==> config.mk <==
export PLATFORM = sky130hd
export DESIGN_NAME = dsr_lowpower
export DESIGN_NICKNAME = d
export VERILOG_FILES = /design/src/dsr_pkg.sv /design/src/dsr_lowpower.sv /design/src/dsr_timer.sv
export SDC_FILE = /design/constraint.sdc
export NUM_CORES = 1
export LEC_CHECK = 0
export BUFFER_PORTS_ARGS = -buffer_cell sky130_fd_sc_hd__buf_2
export CAP_MARGIN = 0
export CORE_MARGIN = 2
export CORE_UTILIZATION = 47
export DETAILED_ROUTE_END_ITERATION = 7
export HOLD_SLACK_MARGIN = 0.1
export PLACE_DENSITY = 0.6
export SLEW_MARGIN = 10
export SYNTH_ARGS = -nofsm -noshare
export SYNTH_HDL_FRONTEND = slang
export SYNTH_SLANG_ARGS = --single-unit
==> constraint.sdc <==
create_clock -name CLK -period 5.4 [get_ports CLK]
set_input_delay 1.08 -clock CLK [delete_from_list [all_inputs] [get_ports CLK]]
set_output_delay 1.08 -clock CLK [all_outputs]
set_load 0.01 [all_outputs]
==> src/dsr_pkg.sv <==
// dsr_pkg: commands, states and timing constants for the low-power control
// assumes: one clock domain, command pins sampled on the rising clock edge
package dsr_pkg;

  typedef struct packed {
    logic cs_n;
    logic ras_n;
    logic cas_n;
    logic we_n;
  } dsr_cmd_t;

  typedef enum {
    ST_IDLE,
    ST_SELF_REFRESH,
    ST_SR_EXIT,
    ST_PD_ACTIVE,
    ST_PD_PRE_FAST,
    ST_PD_PRE_SLOW,
    ST_PD_EXIT
  } dsr_state_t;

  typedef struct packed {
    logic in_self_refresh;
    logic in_power_down;
    logic pd_active;
    logic pd_slow_exit;
    logic dll_on;
    logic dll_reset;
    logic cmd_rx_on;
    logic io_buf_on;
    logic refresh_req;
  } dsr_status_t;

  localparam int CLK_MHZ = 250;
  // delay from self-refresh entry to the internal refresh request, plain default in ns
  localparam int TCKE_NS = 5;
  localparam int TCKE_CYC = (TCKE_NS * CLK_MHZ + 999) / 1000;
  localparam int TXS_NS = 170;
  localparam int TXS_CYC = (TXS_NS * CLK_MHZ + 999) / 1000;
  localparam int TXSDLL_NCK = 512;
  localparam int TCPDED_NCK = 1;
  localparam int TXP_NS = 6;
  localparam int TXP_CYC = (TXP_NS * CLK_MHZ + 999) / 1000;
  localparam int TXPDLL_NS = 24;
  localparam int TXPDLL_CYC = (TXPDLL_NS * CLK_MHZ + 999) / 1000;
  localparam int CNT_W = 12;

  // mode bits
  localparam int MR1_DLL_DIS_BIT = 0;
  localparam int MR0_PPD_BIT = 12;

endpackage : dsr_pkg

==> src/dsr_lowpower.sv <==
// dsr_lowpower: self-refresh and power-down state control of the memory
// assumes: controller keeps its own entry/exit duties; CK runs when sampled
// Behaviour
// self-refresh entry is CS, RAS, CAS, CKE low with WE high.
// controller enters self-refresh only with device idle, banks precharged.
// controller turns ODT off before self-refresh entry.
// controller keeps CKE low to stay in self-refresh.
// DLL off on self-refresh entry, back on with DLL reset at exit.
// after floating reference, no write for 512 clocks after exit.
// device starts an internal refresh within tCKE of self-refresh entry.
// controller stays in self-refresh at least the minimum residency.
// controller stops clock only after hold time, restarts before exit.
// exit is CKE high with NOP; then wait tXS or DLL lock.
// controller holds CKE high and ODT off during DLL-lock period.
// before re-entry wait tXS and issue one extra refresh.
// only NOP or deselect during tXS after exit.
// power-down entered on CKE low with NOP or deselect.
// controller never lowers CKE during mode, ZQ, DLL lock, read, write.
// precharge power-down if all banks closed, else active power-down.
// after power-down entered unlocked, controller resets the DLL.
// buffers off in power-down; command receivers off after entry delay.
// A12 clear: precharge power-down turns DLL off, slow exit.
// reset low during power-down forces the reset state.
// controller holds CKE low tCKE, clock stable, stay under 9 tREFI.
// power-down exits on CKE high with NOP; then tXP or tXPDLL wait.
`timescale 1ns/100ps
`default_nettype none
module dsr_lowpower #(
  parameter int TXSDLL = dsr_pkg::TXSDLL_NCK
) (
  input wire logic CLK,
  input wire logic RST,
  input wire logic RESET_N,
  input wire logic CKE,
  input wire dsr_pkg::dsr_cmd_t CMD,
  input wire logic ANY_BANK_OPEN,
  input wire logic MR1_A0,
  input wire logic MR0_A12,
  output var dsr_pkg::dsr_status_t STATUS,
  output logic CMD_READY,
  output logic DLL_READY
);

  ////////////////////////////////////////////////////////////////////////////
  // command decode

  logic cke_q;
  logic is_nop;
  logic sr_entry;
  logic pd_entry;
  logic lp_exit;

  // deselect or nop both count as no-operation
  assign is_nop = CMD.cs_n ||
                  (CMD.ras_n && CMD.cas_n && CMD.we_n);
  assign sr_entry = cke_q && !CKE && !CMD.cs_n && !CMD.ras_n &&
                    !CMD.cas_n && CMD.we_n;
  assign pd_entry = cke_q && !CKE && is_nop;
  assign lp_exit = !cke_q && CKE && is_nop;

  ////////////////////////////////////////////////////////////////////////////
  // state

  dsr_pkg::dsr_state_t state_q;
  dsr_pkg::dsr_state_t state_d;
  logic dll_lock_q;
  logic dll_lock_d;
  logic [dsr_pkg::CNT_W-1:0] dll_cnt_q;
  logic [dsr_pkg::CNT_W-1:0] dll_cnt_d;
  logic [dsr_pkg::CNT_W-1:0] rx_cnt_q;
  logic [dsr_pkg::CNT_W-1:0] rx_cnt_d;
  logic dll_enabled;
  logic in_lp;
  logic pd_state;
  logic tmr_load;
  logic [dsr_pkg::CNT_W-1:0] tmr_val;
  logic tmr_done;
  logic ref_load;
  logic ref_done;
  logic ref_pend_q;
  logic ref_pend_d;
  logic dll_restart;

  assign dll_enabled = (MR1_A0 == 1'b0);
  assign pd_state = (state_q == dsr_pkg::ST_PD_ACTIVE) ||
                    (state_q == dsr_pkg::ST_PD_PRE_FAST) ||
                    (state_q == dsr_pkg::ST_PD_PRE_SLOW);
  assign in_lp = pd_state || (state_q == dsr_pkg::ST_SELF_REFRESH);

  always_comb begin
    state_d = state_q;
    case (state_q)
      dsr_pkg::ST_IDLE: begin
        if (sr_entry) state_d = dsr_pkg::ST_SELF_REFRESH;
        else if (pd_entry) begin
          if (ANY_BANK_OPEN) state_d = dsr_pkg::ST_PD_ACTIVE;
          else if (MR0_A12) state_d = dsr_pkg::ST_PD_PRE_FAST;
          else state_d = dsr_pkg::ST_PD_PRE_SLOW;
        end
      end
      dsr_pkg::ST_SELF_REFRESH: begin
        if (lp_exit) state_d = dsr_pkg::ST_SR_EXIT;
      end
      dsr_pkg::ST_SR_EXIT: begin
        if (sr_entry) state_d = dsr_pkg::ST_SELF_REFRESH;
        else if (tmr_done) state_d = dsr_pkg::ST_IDLE;
      end
      dsr_pkg::ST_PD_ACTIVE, dsr_pkg::ST_PD_PRE_FAST: begin
        if (lp_exit) state_d = dsr_pkg::ST_PD_EXIT;
      end
      dsr_pkg::ST_PD_PRE_SLOW: begin
        if (lp_exit) state_d = dsr_pkg::ST_PD_EXIT;
        // banks may still close after entry from an auto-precharge
      end
      dsr_pkg::ST_PD_EXIT: begin
        if (tmr_done) state_d = dsr_pkg::ST_IDLE;
      end
      default: state_d = dsr_pkg::ST_IDLE;
    endcase
    // reset pin wins over any low-power state
    if (!RESET_N) state_d = dsr_pkg::ST_IDLE;
  end

  // exit waits: tXS after self-refresh, tXP after power-down
  assign tmr_load = lp_exit && in_lp;
  assign tmr_val = (state_q == dsr_pkg::ST_SELF_REFRESH) ?
                   dsr_pkg::CNT_W'(dsr_pkg::TXS_CYC) :
                   dsr_pkg::CNT_W'(dsr_pkg::TXP_CYC);

  // internal refresh timer started on self-refresh entry
  assign ref_load = sr_entry;
  assign ref_pend_d = ref_load ? 1'b1 :
                      (ref_pend_q && ref_done) ? 1'b0 : ref_pend_q;

  // dll relocks after self-refresh exit or after slow power-down exit
  assign dll_restart = lp_exit &&
                       ((state_q == dsr_pkg::ST_SELF_REFRESH) ||
                        (state_q == dsr_pkg::ST_PD_PRE_SLOW));
  assign dll_cnt_d = dll_restart ?
                     ((state_q == dsr_pkg::ST_SELF_REFRESH) ?
                      dsr_pkg::CNT_W'(TXSDLL) :
                      dsr_pkg::CNT_W'(dsr_pkg::TXPDLL_CYC)) :
                     (dll_cnt_q != '0) ? dll_cnt_q - dsr_pkg::CNT_W'(1) :
                     dll_cnt_q;
  assign dll_lock_d = !dll_enabled ? 1'b0 :
                      (sr_entry || (pd_entry && !ANY_BANK_OPEN &&
                       !MR0_A12)) ? 1'b0 :
                      dll_restart ? 1'b0 :
                      (!in_lp && dll_cnt_q == '0) ? 1'b1 : dll_lock_q;

  // command receivers stay on for the entry delay
  assign rx_cnt_d = (sr_entry || pd_entry) ?
                    dsr_pkg::CNT_W'(dsr_pkg::TCPDED_NCK) :
                    (rx_cnt_q != '0) ? rx_cnt_q - dsr_pkg::CNT_W'(1) :
                    rx_cnt_q;

  always_ff @(posedge CLK) begin
    if (RST) begin
      state_q <= dsr_pkg::ST_IDLE;
      cke_q <= 1'b0;
      dll_lock_q <= 1'b0;
      dll_cnt_q <= '0;
      rx_cnt_q <= '0;
      ref_pend_q <= 1'b0;
    end else begin
      state_q <= state_d;
      cke_q <= CKE;
      dll_lock_q <= dll_lock_d;
      dll_cnt_q <= dll_cnt_d;
      rx_cnt_q <= rx_cnt_d;
      ref_pend_q <= ref_pend_d;
    end
  end

  ////////////////////////////////////////////////////////////////////////////
  // timers

  dsr_timer #(.W(dsr_pkg::CNT_W)) u_exit_tmr (
    .clk(CLK),
    .rst(RST),
    .load(tmr_load),
    .value(tmr_val),
    .done(tmr_done)
  );

  dsr_timer #(.W(dsr_pkg::CNT_W)) u_ref_tmr (
    .clk(CLK),
    .rst(RST),
    .load(ref_load),
    .value(dsr_pkg::CNT_W'(dsr_pkg::TCKE_CYC)),
    .done(ref_done)
  );

  ////////////////////////////////////////////////////////////////////////////
  // registered outputs

  dsr_pkg::dsr_status_t status_d;

  always_comb begin
    status_d.in_self_refresh = (state_d == dsr_pkg::ST_SELF_REFRESH);
    status_d.in_power_down = (state_d == dsr_pkg::ST_PD_ACTIVE) ||
                             (state_d == dsr_pkg::ST_PD_PRE_FAST) ||
                             (state_d == dsr_pkg::ST_PD_PRE_SLOW);
    status_d.pd_active = (state_d == dsr_pkg::ST_PD_ACTIVE);
    status_d.pd_slow_exit = (state_d == dsr_pkg::ST_PD_PRE_SLOW);
    status_d.dll_on = dll_enabled &&
                      (state_d != dsr_pkg::ST_SELF_REFRESH) &&
                      (state_d != dsr_pkg::ST_PD_PRE_SLOW);
    status_d.dll_reset = dll_restart &&
                         (state_q == dsr_pkg::ST_SELF_REFRESH) &&
                         dll_enabled;
    // buffers off in low power, receivers linger for the entry delay
    status_d.io_buf_on = !(status_d.in_power_down ||
                           status_d.in_self_refresh);
    status_d.cmd_rx_on = status_d.io_buf_on ||
                         (rx_cnt_d != '0);
    status_d.refresh_req = ref_pend_q && ref_done &&
                           (state_q == dsr_pkg::ST_SELF_REFRESH);
  end

  always_ff @(posedge CLK) begin
    if (RST) begin
      STATUS <= '0;
      CMD_READY <= 1'b0;
      DLL_READY <= 1'b0;
    end else begin
      STATUS <= status_d;
      CMD_READY <= (state_d == dsr_pkg::ST_IDLE);
      DLL_READY <= dll_lock_d && (state_d == dsr_pkg::ST_IDLE);
    end
  end

endmodule : dsr_lowpower
`default_nettype wire

==> src/dsr_timer.sv <==
// dsr_timer: loadable down counter with a done flag
// assumes: load and value are synchronous to clk
`timescale 1ns/100ps
`default_nettype none
module dsr_timer #(
  parameter int W = 12
) (
  input wire logic clk,
  input wire logic rst,
  input wire logic load,
  input wire logic [W-1:0] value,
  output logic done
);
  logic [W-1:0] cnt_q;
  logic [W-1:0] cnt_d;

  assign cnt_d = load ? value :
                 (cnt_q != '0) ? cnt_q - W'(1) : cnt_q;
  assign done = (cnt_q == '0) && !load;

  always_ff @(posedge clk) begin
    if (rst) cnt_q <= '0;
    else cnt_q <= cnt_d;
  end
endmodule : dsr_timer
`default_nettype wire

==> flow_summary.json, run 1 <==
{
  "status": "finished clean",
  "maxSlewViolCount": 0,
  "areaGrowthSynthToFinish_pct": 14.0,
  "routed_wl_um": 7180,
  "grt_util_met3_pct": 3.13,
  "p_leak_nw": 1.70,
  "top_usage_layer": "met2",
  "first_global_vias": 2801,
  "nets": 473,
  "power_mw": 2.57,
  "grt_antenna_before_repair": 0,
  "die_area_sq_mm": 0.00885,
  "synthCells": 407,
  "post-cts-setup-buffers": 0,
  "cp_slowest_cell": "nor4b_1",
  "clock_path_buffers": 2,
  "yosysSeqAreaShare_pct": 49.3,
  "crit_path_max_fanout": 6,
  "path_cells": "inv_1 > ha_1 > nor4b_1 > nand3_1 > o21ai_2 > o21ai_0 > nor4_1 > o221ai_1",
  "grt_start_max_net_pins": 33,
  "worstHoldPathCells": 2,
  "grt_usage_pct": 17.7,
  "crit_type": "flop to flop",
  "cts_tree": "done",
  "skew_ns": 0.0122,
  "layout_min_cycle_time_ns": 2.63,
  "synthesis.area_sq_mm": 0.00381,
  "vias_per_cell": 5.26,
  "drc": 0,
  "synth_edf_count": 0,
  "dp.final_hpwl_um": 5110,
  "vias": 2969,
  "dieHeight_um": 94.1,
  "synth_area_leader_cell": "dfxtp_1",
  "cts_resized": 0,
  "tightest_slew_ns": 0.794,
  "required_ns": 5.62,
  "comb_power_share_pct": 40.6,
  "dr.pass1.iters": 4,
  "cts_num_sinks": 94,
  "clkTransAtPathRegs_ns": 0.10,
  "rsz0062_at_grt": "no",
  "worst-path-stages": 8,
  "place.gp.congestion": 0.822,
  "cp_top_family": "simple AND/OR/NAND/NOR gates",
  "insertedDiodeCount": 0,
  "sw_frac_of_total_pct": 37.3,
  "p_int_mw": 1.61,
  "port_buffers": 21,
  "pwr-share-clk_pct": 20.1,
  "numCtsBuffers": 9,
  "yosysTopAreaCellShare_pct": 49.3,
  "maxClockFrequency_mhz": 380,
  "fin_crit_sh_pct": 48.7,
  "yosys_warnings": 0,
  "ys_ff_latch": 94,
  "timing.hold.ws_ns": 0.460,
  "die_width_um": 94.1,
  "synthFlopType": "dfxtp_1",
  "rows": 32,
  "cpPeakStageDelay_ns": 0.65,
  "grt_first_pass_wirelength_um": 12500,
  "wire_per_inst_um": 12.7,
  "cts_root_buf": "clkbuf_8",
  "synthArstFlopShare_pct": 0,
  "critPathBufInv": 1,
  "arrival_ns": 2.85,
  "drtIter0Drc": 136,
  "clock_latency_ns": 0.35,
  "reg2regPathDepth": 8,
  "final-hold-violation-count": 0,
  "slew_headroom_pct": 46.3,
  "ir_drop_mv": 0.250,
  "setup_violations": 0,
  "htree_levels": 3,
  "num-fill-cells": 726,
  "drive_gt1_share_pct": 12.3,
  "start_util_pct": 48.9,
  "finalSetupTns_ns": 0,
  "grt_overflow_total": 0,
  "min_path_type": "flop to flop",
  "synth_area_leaders": "dfxtp_1, xnor2_1, nor2_1",
  "cp-end-kind": "flop",
  "met2_usage_pct": 29.7,
  "ctsHoldBuffers": 0,
  "place_inst": 548,
  "start_kind": "flop",
  "ant_nets": 0,
  "maxCapViolations": 0,
  "synth.avg_cell_area_sq_um": 9.37,
  "p_sw_mw": 0.959,
  "synthDistinctLibCells": 56,
  "coreArea_sq_mm": 0.00781,
  "ioPinCount": 22,
  "seqPwrFrac_pct": 39.3,
  "use_met1_pct": 23.2,
  "fin_cells": 564,
  "power_density_mw_per_mm2": 590
}
==> worst paths after layout <==
check                                   to  slack (ns)         from
worst max-delay path             STATUS[2]        2.77  rx_cnt_q[0]
worst min-delay path            ref_pend_q        0.46   ref_pend_q
worst max register to register   STATUS[2]        2.77  rx_cnt_q[0]
worst min register to register  ref_pend_q        0.46   ref_pend_q
==> kinds of logic (layout without fill, tap and decap cells) <==
group	after synthesis	count (layout)	share of synthesized area [%]
other	1	29	0.0983
adders and majority gates	5	5	1.64
AOI/OAI and AO/OA	65	65	11.5
muxes	5	5	1.34
DFF	94	94	49.3
xor gates and xnor gates	25	25	5.74
and+or+nand+nor	186	186	27.7
buffers and inverters	26	53	2.66
==> Yosys cell counts, types with 3 or more instances <==
cell / instances
nor4b_1: 4
nor2_1: 43
xor2_1: 6
nand2b_1: 6
ha_1: 5
nor3b_1: 5
or4_1: 6
nor3_1: 23
nand2_1: 23
or2_2: 3
or3_1: 7
or3_4: 3
clkbuf_1: 9
a21oi_1: 25
o21ai_0: 7
a31oi_1: 4
o31ai_1: 3
nor4_1: 20
xnor2_1: 19
mux2i_1: 4
inv_1: 14
nand4_1: 6
nor2b_1: 10
buf_2: 3
dfxtp_1: 94
o2111a_1: 3
nand3_1: 13
a211oi_1: 7
==> layout make-up <==
type | instances | area, sq um | area share, %
multi-input combinational | 315 | 1940 | 44.5
clock buffer | 9 | 124 | 2.85
clock inverter | 7 | 105 | 2.42
inverter | 14 | 52.6 | 1.21
tap | 102 | 128 | 2.94
sequential | 94 | 1880 | 43.3
timing repair buffer | 23 | 120 | 2.76
==> metrics by stage <==
step                worst slack, ns  util, %  instance area [sq um]
floorplan                      2.76        -                   3920
global placement               2.54     52.8                   4120
detailed placement             2.51     52.8                   4120
CTS                            2.85     55.7                   4350
global route                   2.50     55.7                   4350
finish                         2.77     55.7                   4350
==> flip-flops by register name (all words and copies together), names as in the netlist <==
signal / count
state_q: 32
ref_pend_q: 1
cke_q: 1
dll_lock_q: 1
STATUS: 9
CMD_READY: 1
dll_cnt_q: 12
DLL_READY: 1
u_exit_tmr.cnt_q: 12
u_ref_tmr.cnt_q: 12
rx_cnt_q: 12
==> worst register-to-register path, delay by kind of cell, from the launching register on <==
family	cells	cell delay, ns
DFF	1	0.36
adders and majority gates	1	0.15
and+or+nand+nor	3	1.35
AOI/OAI and AO/OA	3	0.56
buffers and inverters	1	0.09
==> power by group through the flow <==
stage	Clock [mW]	Combinational, mW	Sequential [mW]
floorplan	0	0.875	0.989
global placement	0	1.03	1.02
detailed placement	0	1.04	1.02
CTS	0.536	1.04	1.01
global route	0.564	1.19	1.03
finish	0.516	1.04	1.01
==> routing by layer <==
| layer | wire [um] | share of wire, % |
|---|---|---|
| met1 | 3580 | 50 |
| met2 | 3310 | 46 |
| met3 | 190 | 2.6 |
| met4 | 98 | 1.4 |
| met5 | 0 | 0 |
==> layout by cell type, fill, tap and decap left out, types with 3 or more instances in the layout <==
cell type,instances
a211oi_1,7
a21oi_1,25
a31oi_1,4
buf_2,21
clkbuf_8,9
conb_1,29
dfxtp_1,94
ha_1,5
inv_1,14
mux2i_1,4
nand2_1,23
nand2b_1,6
nand3_1,13
nand4_1,6
nor2_1,43
nor2b_1,10
nor3_1,23
nor3b_1,5
nor4_1,20
nor4b_1,4
o2111a_1,3
o21ai_0,7
o31ai_1,3
or2_2,3
or3_1,7
or3_4,3
or4_1,6
xnor2_1,19
xor2_1,6
Note: power is estimated with default switching activity, not from simulation.
==> run 2: changes to the inputs <==
Clock period 5.4 ns to 2.6 ns, I/O delays scaled along.
==> run 2 against run 1 <==
Against the previous run:
- die area is the same
- sequential power grew 110%
- worst hold slack lost 0.090 ns
- critical path depth shrank 1
- largest cell class unchanged
==> flow_summary.json, run 2 (synthesis gave the netlist of run 1 again) <==
{
  "status": "finished clean",
  "r2r-end": "STATUS[5]",
  "numCtsBuffers": 9,
  "cp_slowest_cell": "or3b_1",
  "drive_gt1_share_pct": 13.6,
  "finalSetupTns_ns": 0,
  "layout_commonest_cell": "dfxtp_1",
  "layout_min_cycle_time_ns": 2.30,
  "fin_crit_sh_pct": 88.6,
  "top_register": "state_q",
  "vias": 2949,
  "clkTransAtPathRegs_ns": 0.10,
  "p_leak_nw": 1.72,
  "htree_levels": 3,
  "final_core_util_pct": 55.8,
  "cp-end-kind": "flop",
  "drc": 0,
  "required_ns": 2.84,
  "vias_per_cell": 5.16,
  "areaGrowthSynthToFinish_pct": 14.3,
  "dr.pass1.iters": 4,
  "worstHoldPathCells": 2,
  "worstHoldEndpoint": "STATUS[4]",
  "place.gp.congestion": 0.862,
  "maxCapViolations": 0,
  "wire_per_inst_um": 12.6,
  "final_cell_mix": "dfxtp_1, nor2_1, conb_1",
  "grt_antenna_before_repair": 0,
  "arrival_ns": 2.54,
  "holdCritStartpoint": "MR1_A0",
  "critPathBufInv": 1,
  "post-cts-setup-buffers": 0,
  "cts_num_sinks": 94,
  "clock_latency_ns": 0.35,
  "reg2regPathDepth": 7,
  "startpoint": "u_exit_tmr.cnt_q[0]",
  "start_util_pct": 48.9,
  "port_buffers": 21,
  "routed_wl_um": 7180,
  "drtIter0Drc": 124,
  "crit_path_max_fanout": 8,
  "path_cells": "inv_1 > ha_1 > or3b_1 > nor4_2 > o311ai_0 > nand3_1 > nor4b_1",
  "ir_drop_mv": 0.515,
  "dp.final_hpwl_um": 5240,
  "ant_nets": 0,
  "maxSlewViolCount": 0,
  "grt_first_pass_wirelength_um": 12700,
  "slew_headroom_pct": 60.9,
  "tightest_slew_ns": 0.581,
  "first_global_vias": 2780,
  "largest_reg_flops": 32,
  "timing.hold.ws_ns": 0.371,
  "die_area_sq_mm": 0.00885,
  "power_density_mw_per_mm2": 1200,
  "rsz0062_at_grt": "no",
  "nets": 480,
  "min_path_type": "input pin to flop",
  "final-hold-violation-count": 0,
  "grt_start_max_net_pins": 32,
  "clock_path_buffers": 2,
  "cts_root_buf": "clkbuf_8",
  "skew_ns": 0.00663,
  "cts_resized": 0,
  "crit_type": "flop to flop",
  "grt_overflow_total": 0,
  "cpPeakStageDelay_ns": 0.45,
  "rows": 32,
  "start_kind": "flop",
  "ioPinCount": 22,
  "cts_tree": "done",
  "ff2ff_setup_slack_ns": 0.30,
  "grt_usage_pct": 18.0,
  "crit-reg2reg-launch": "u_exit_tmr.cnt_q[0]",
  "ctsHoldBuffers": 0,
  "coreArea_sq_mm": 0.00781,
  "die_width_um": 94.1,
  "maxClockFrequency_mhz": 434,
  "insertedDiodeCount": 0,
  "dieHeight_um": 94.1,
  "cp_top_family": "simple AND/OR/NAND/NOR gates",
  "setup_violations": 0
}
run 2: area by class of cell:
class                      count  area [sq um]
multi-input combinational    315          1940
clock buffer                   9           124
timing repair buffer          30           173
sequential                    94          1880
inverter                      14          52.6
clock inverter                 7          63.8
fill                         737          3450
tap                          102           128
run 2: power breakdown:
group | internal (mW) | switching [mW] | leakage (nW) | total, mW
logic | 1.07 | 1.15 | 0.847 | 2.22
clock network | 0.367 | 0.540 | 0.0899 | 0.908
registers | 1.77 | 0.321 | 0.779 | 2.09
run 2: how the worst max path moves through the flow:
stage,end,slack [ns],cells after the start
after global routing,STATUS[5],0.06,7
after global placement,STATUS[5],0.26,6
after CTS,STATUS[5],0.25,7
after detailed placement,STATUS[5],0.20,6
after floorplan,STATUS[7],0.52,7
final,STATUS[5],0.30,7
run 2: stage by stage:
stage | power [mW] | std cells | cell area [sq um] | setup WS (ns)
4_1_cts | 5.27 | 571 | 4360 | 0.253
2_1_floorplan | 3.87 | 435 | 3920 | 0.515
3_5_place_dp | 4.34 | 555 | 4170 | 0.199
6_report | 5.22 | 571 | 4360 | 0.297
3_3_place_gp | 4.31 | 555 | 4170 | 0.256
5_1_grt | 5.68 | 571 | 4360 | 0.0568
run 2: routing by layer:
| metal | up-vias | GRT usage (%) | routed length, um |
|---|---|---|---|
| met5 | - | 0 | 0 |
| met1 | 1351 | 23.9 | 3600 |
| met2 | 31 | 29.0 | 3310 |
| met4 | 0 | 6.88 | 74 |
| li1 | 1560 | - | - |
| met3 | 7 | 3.05 | 199 |
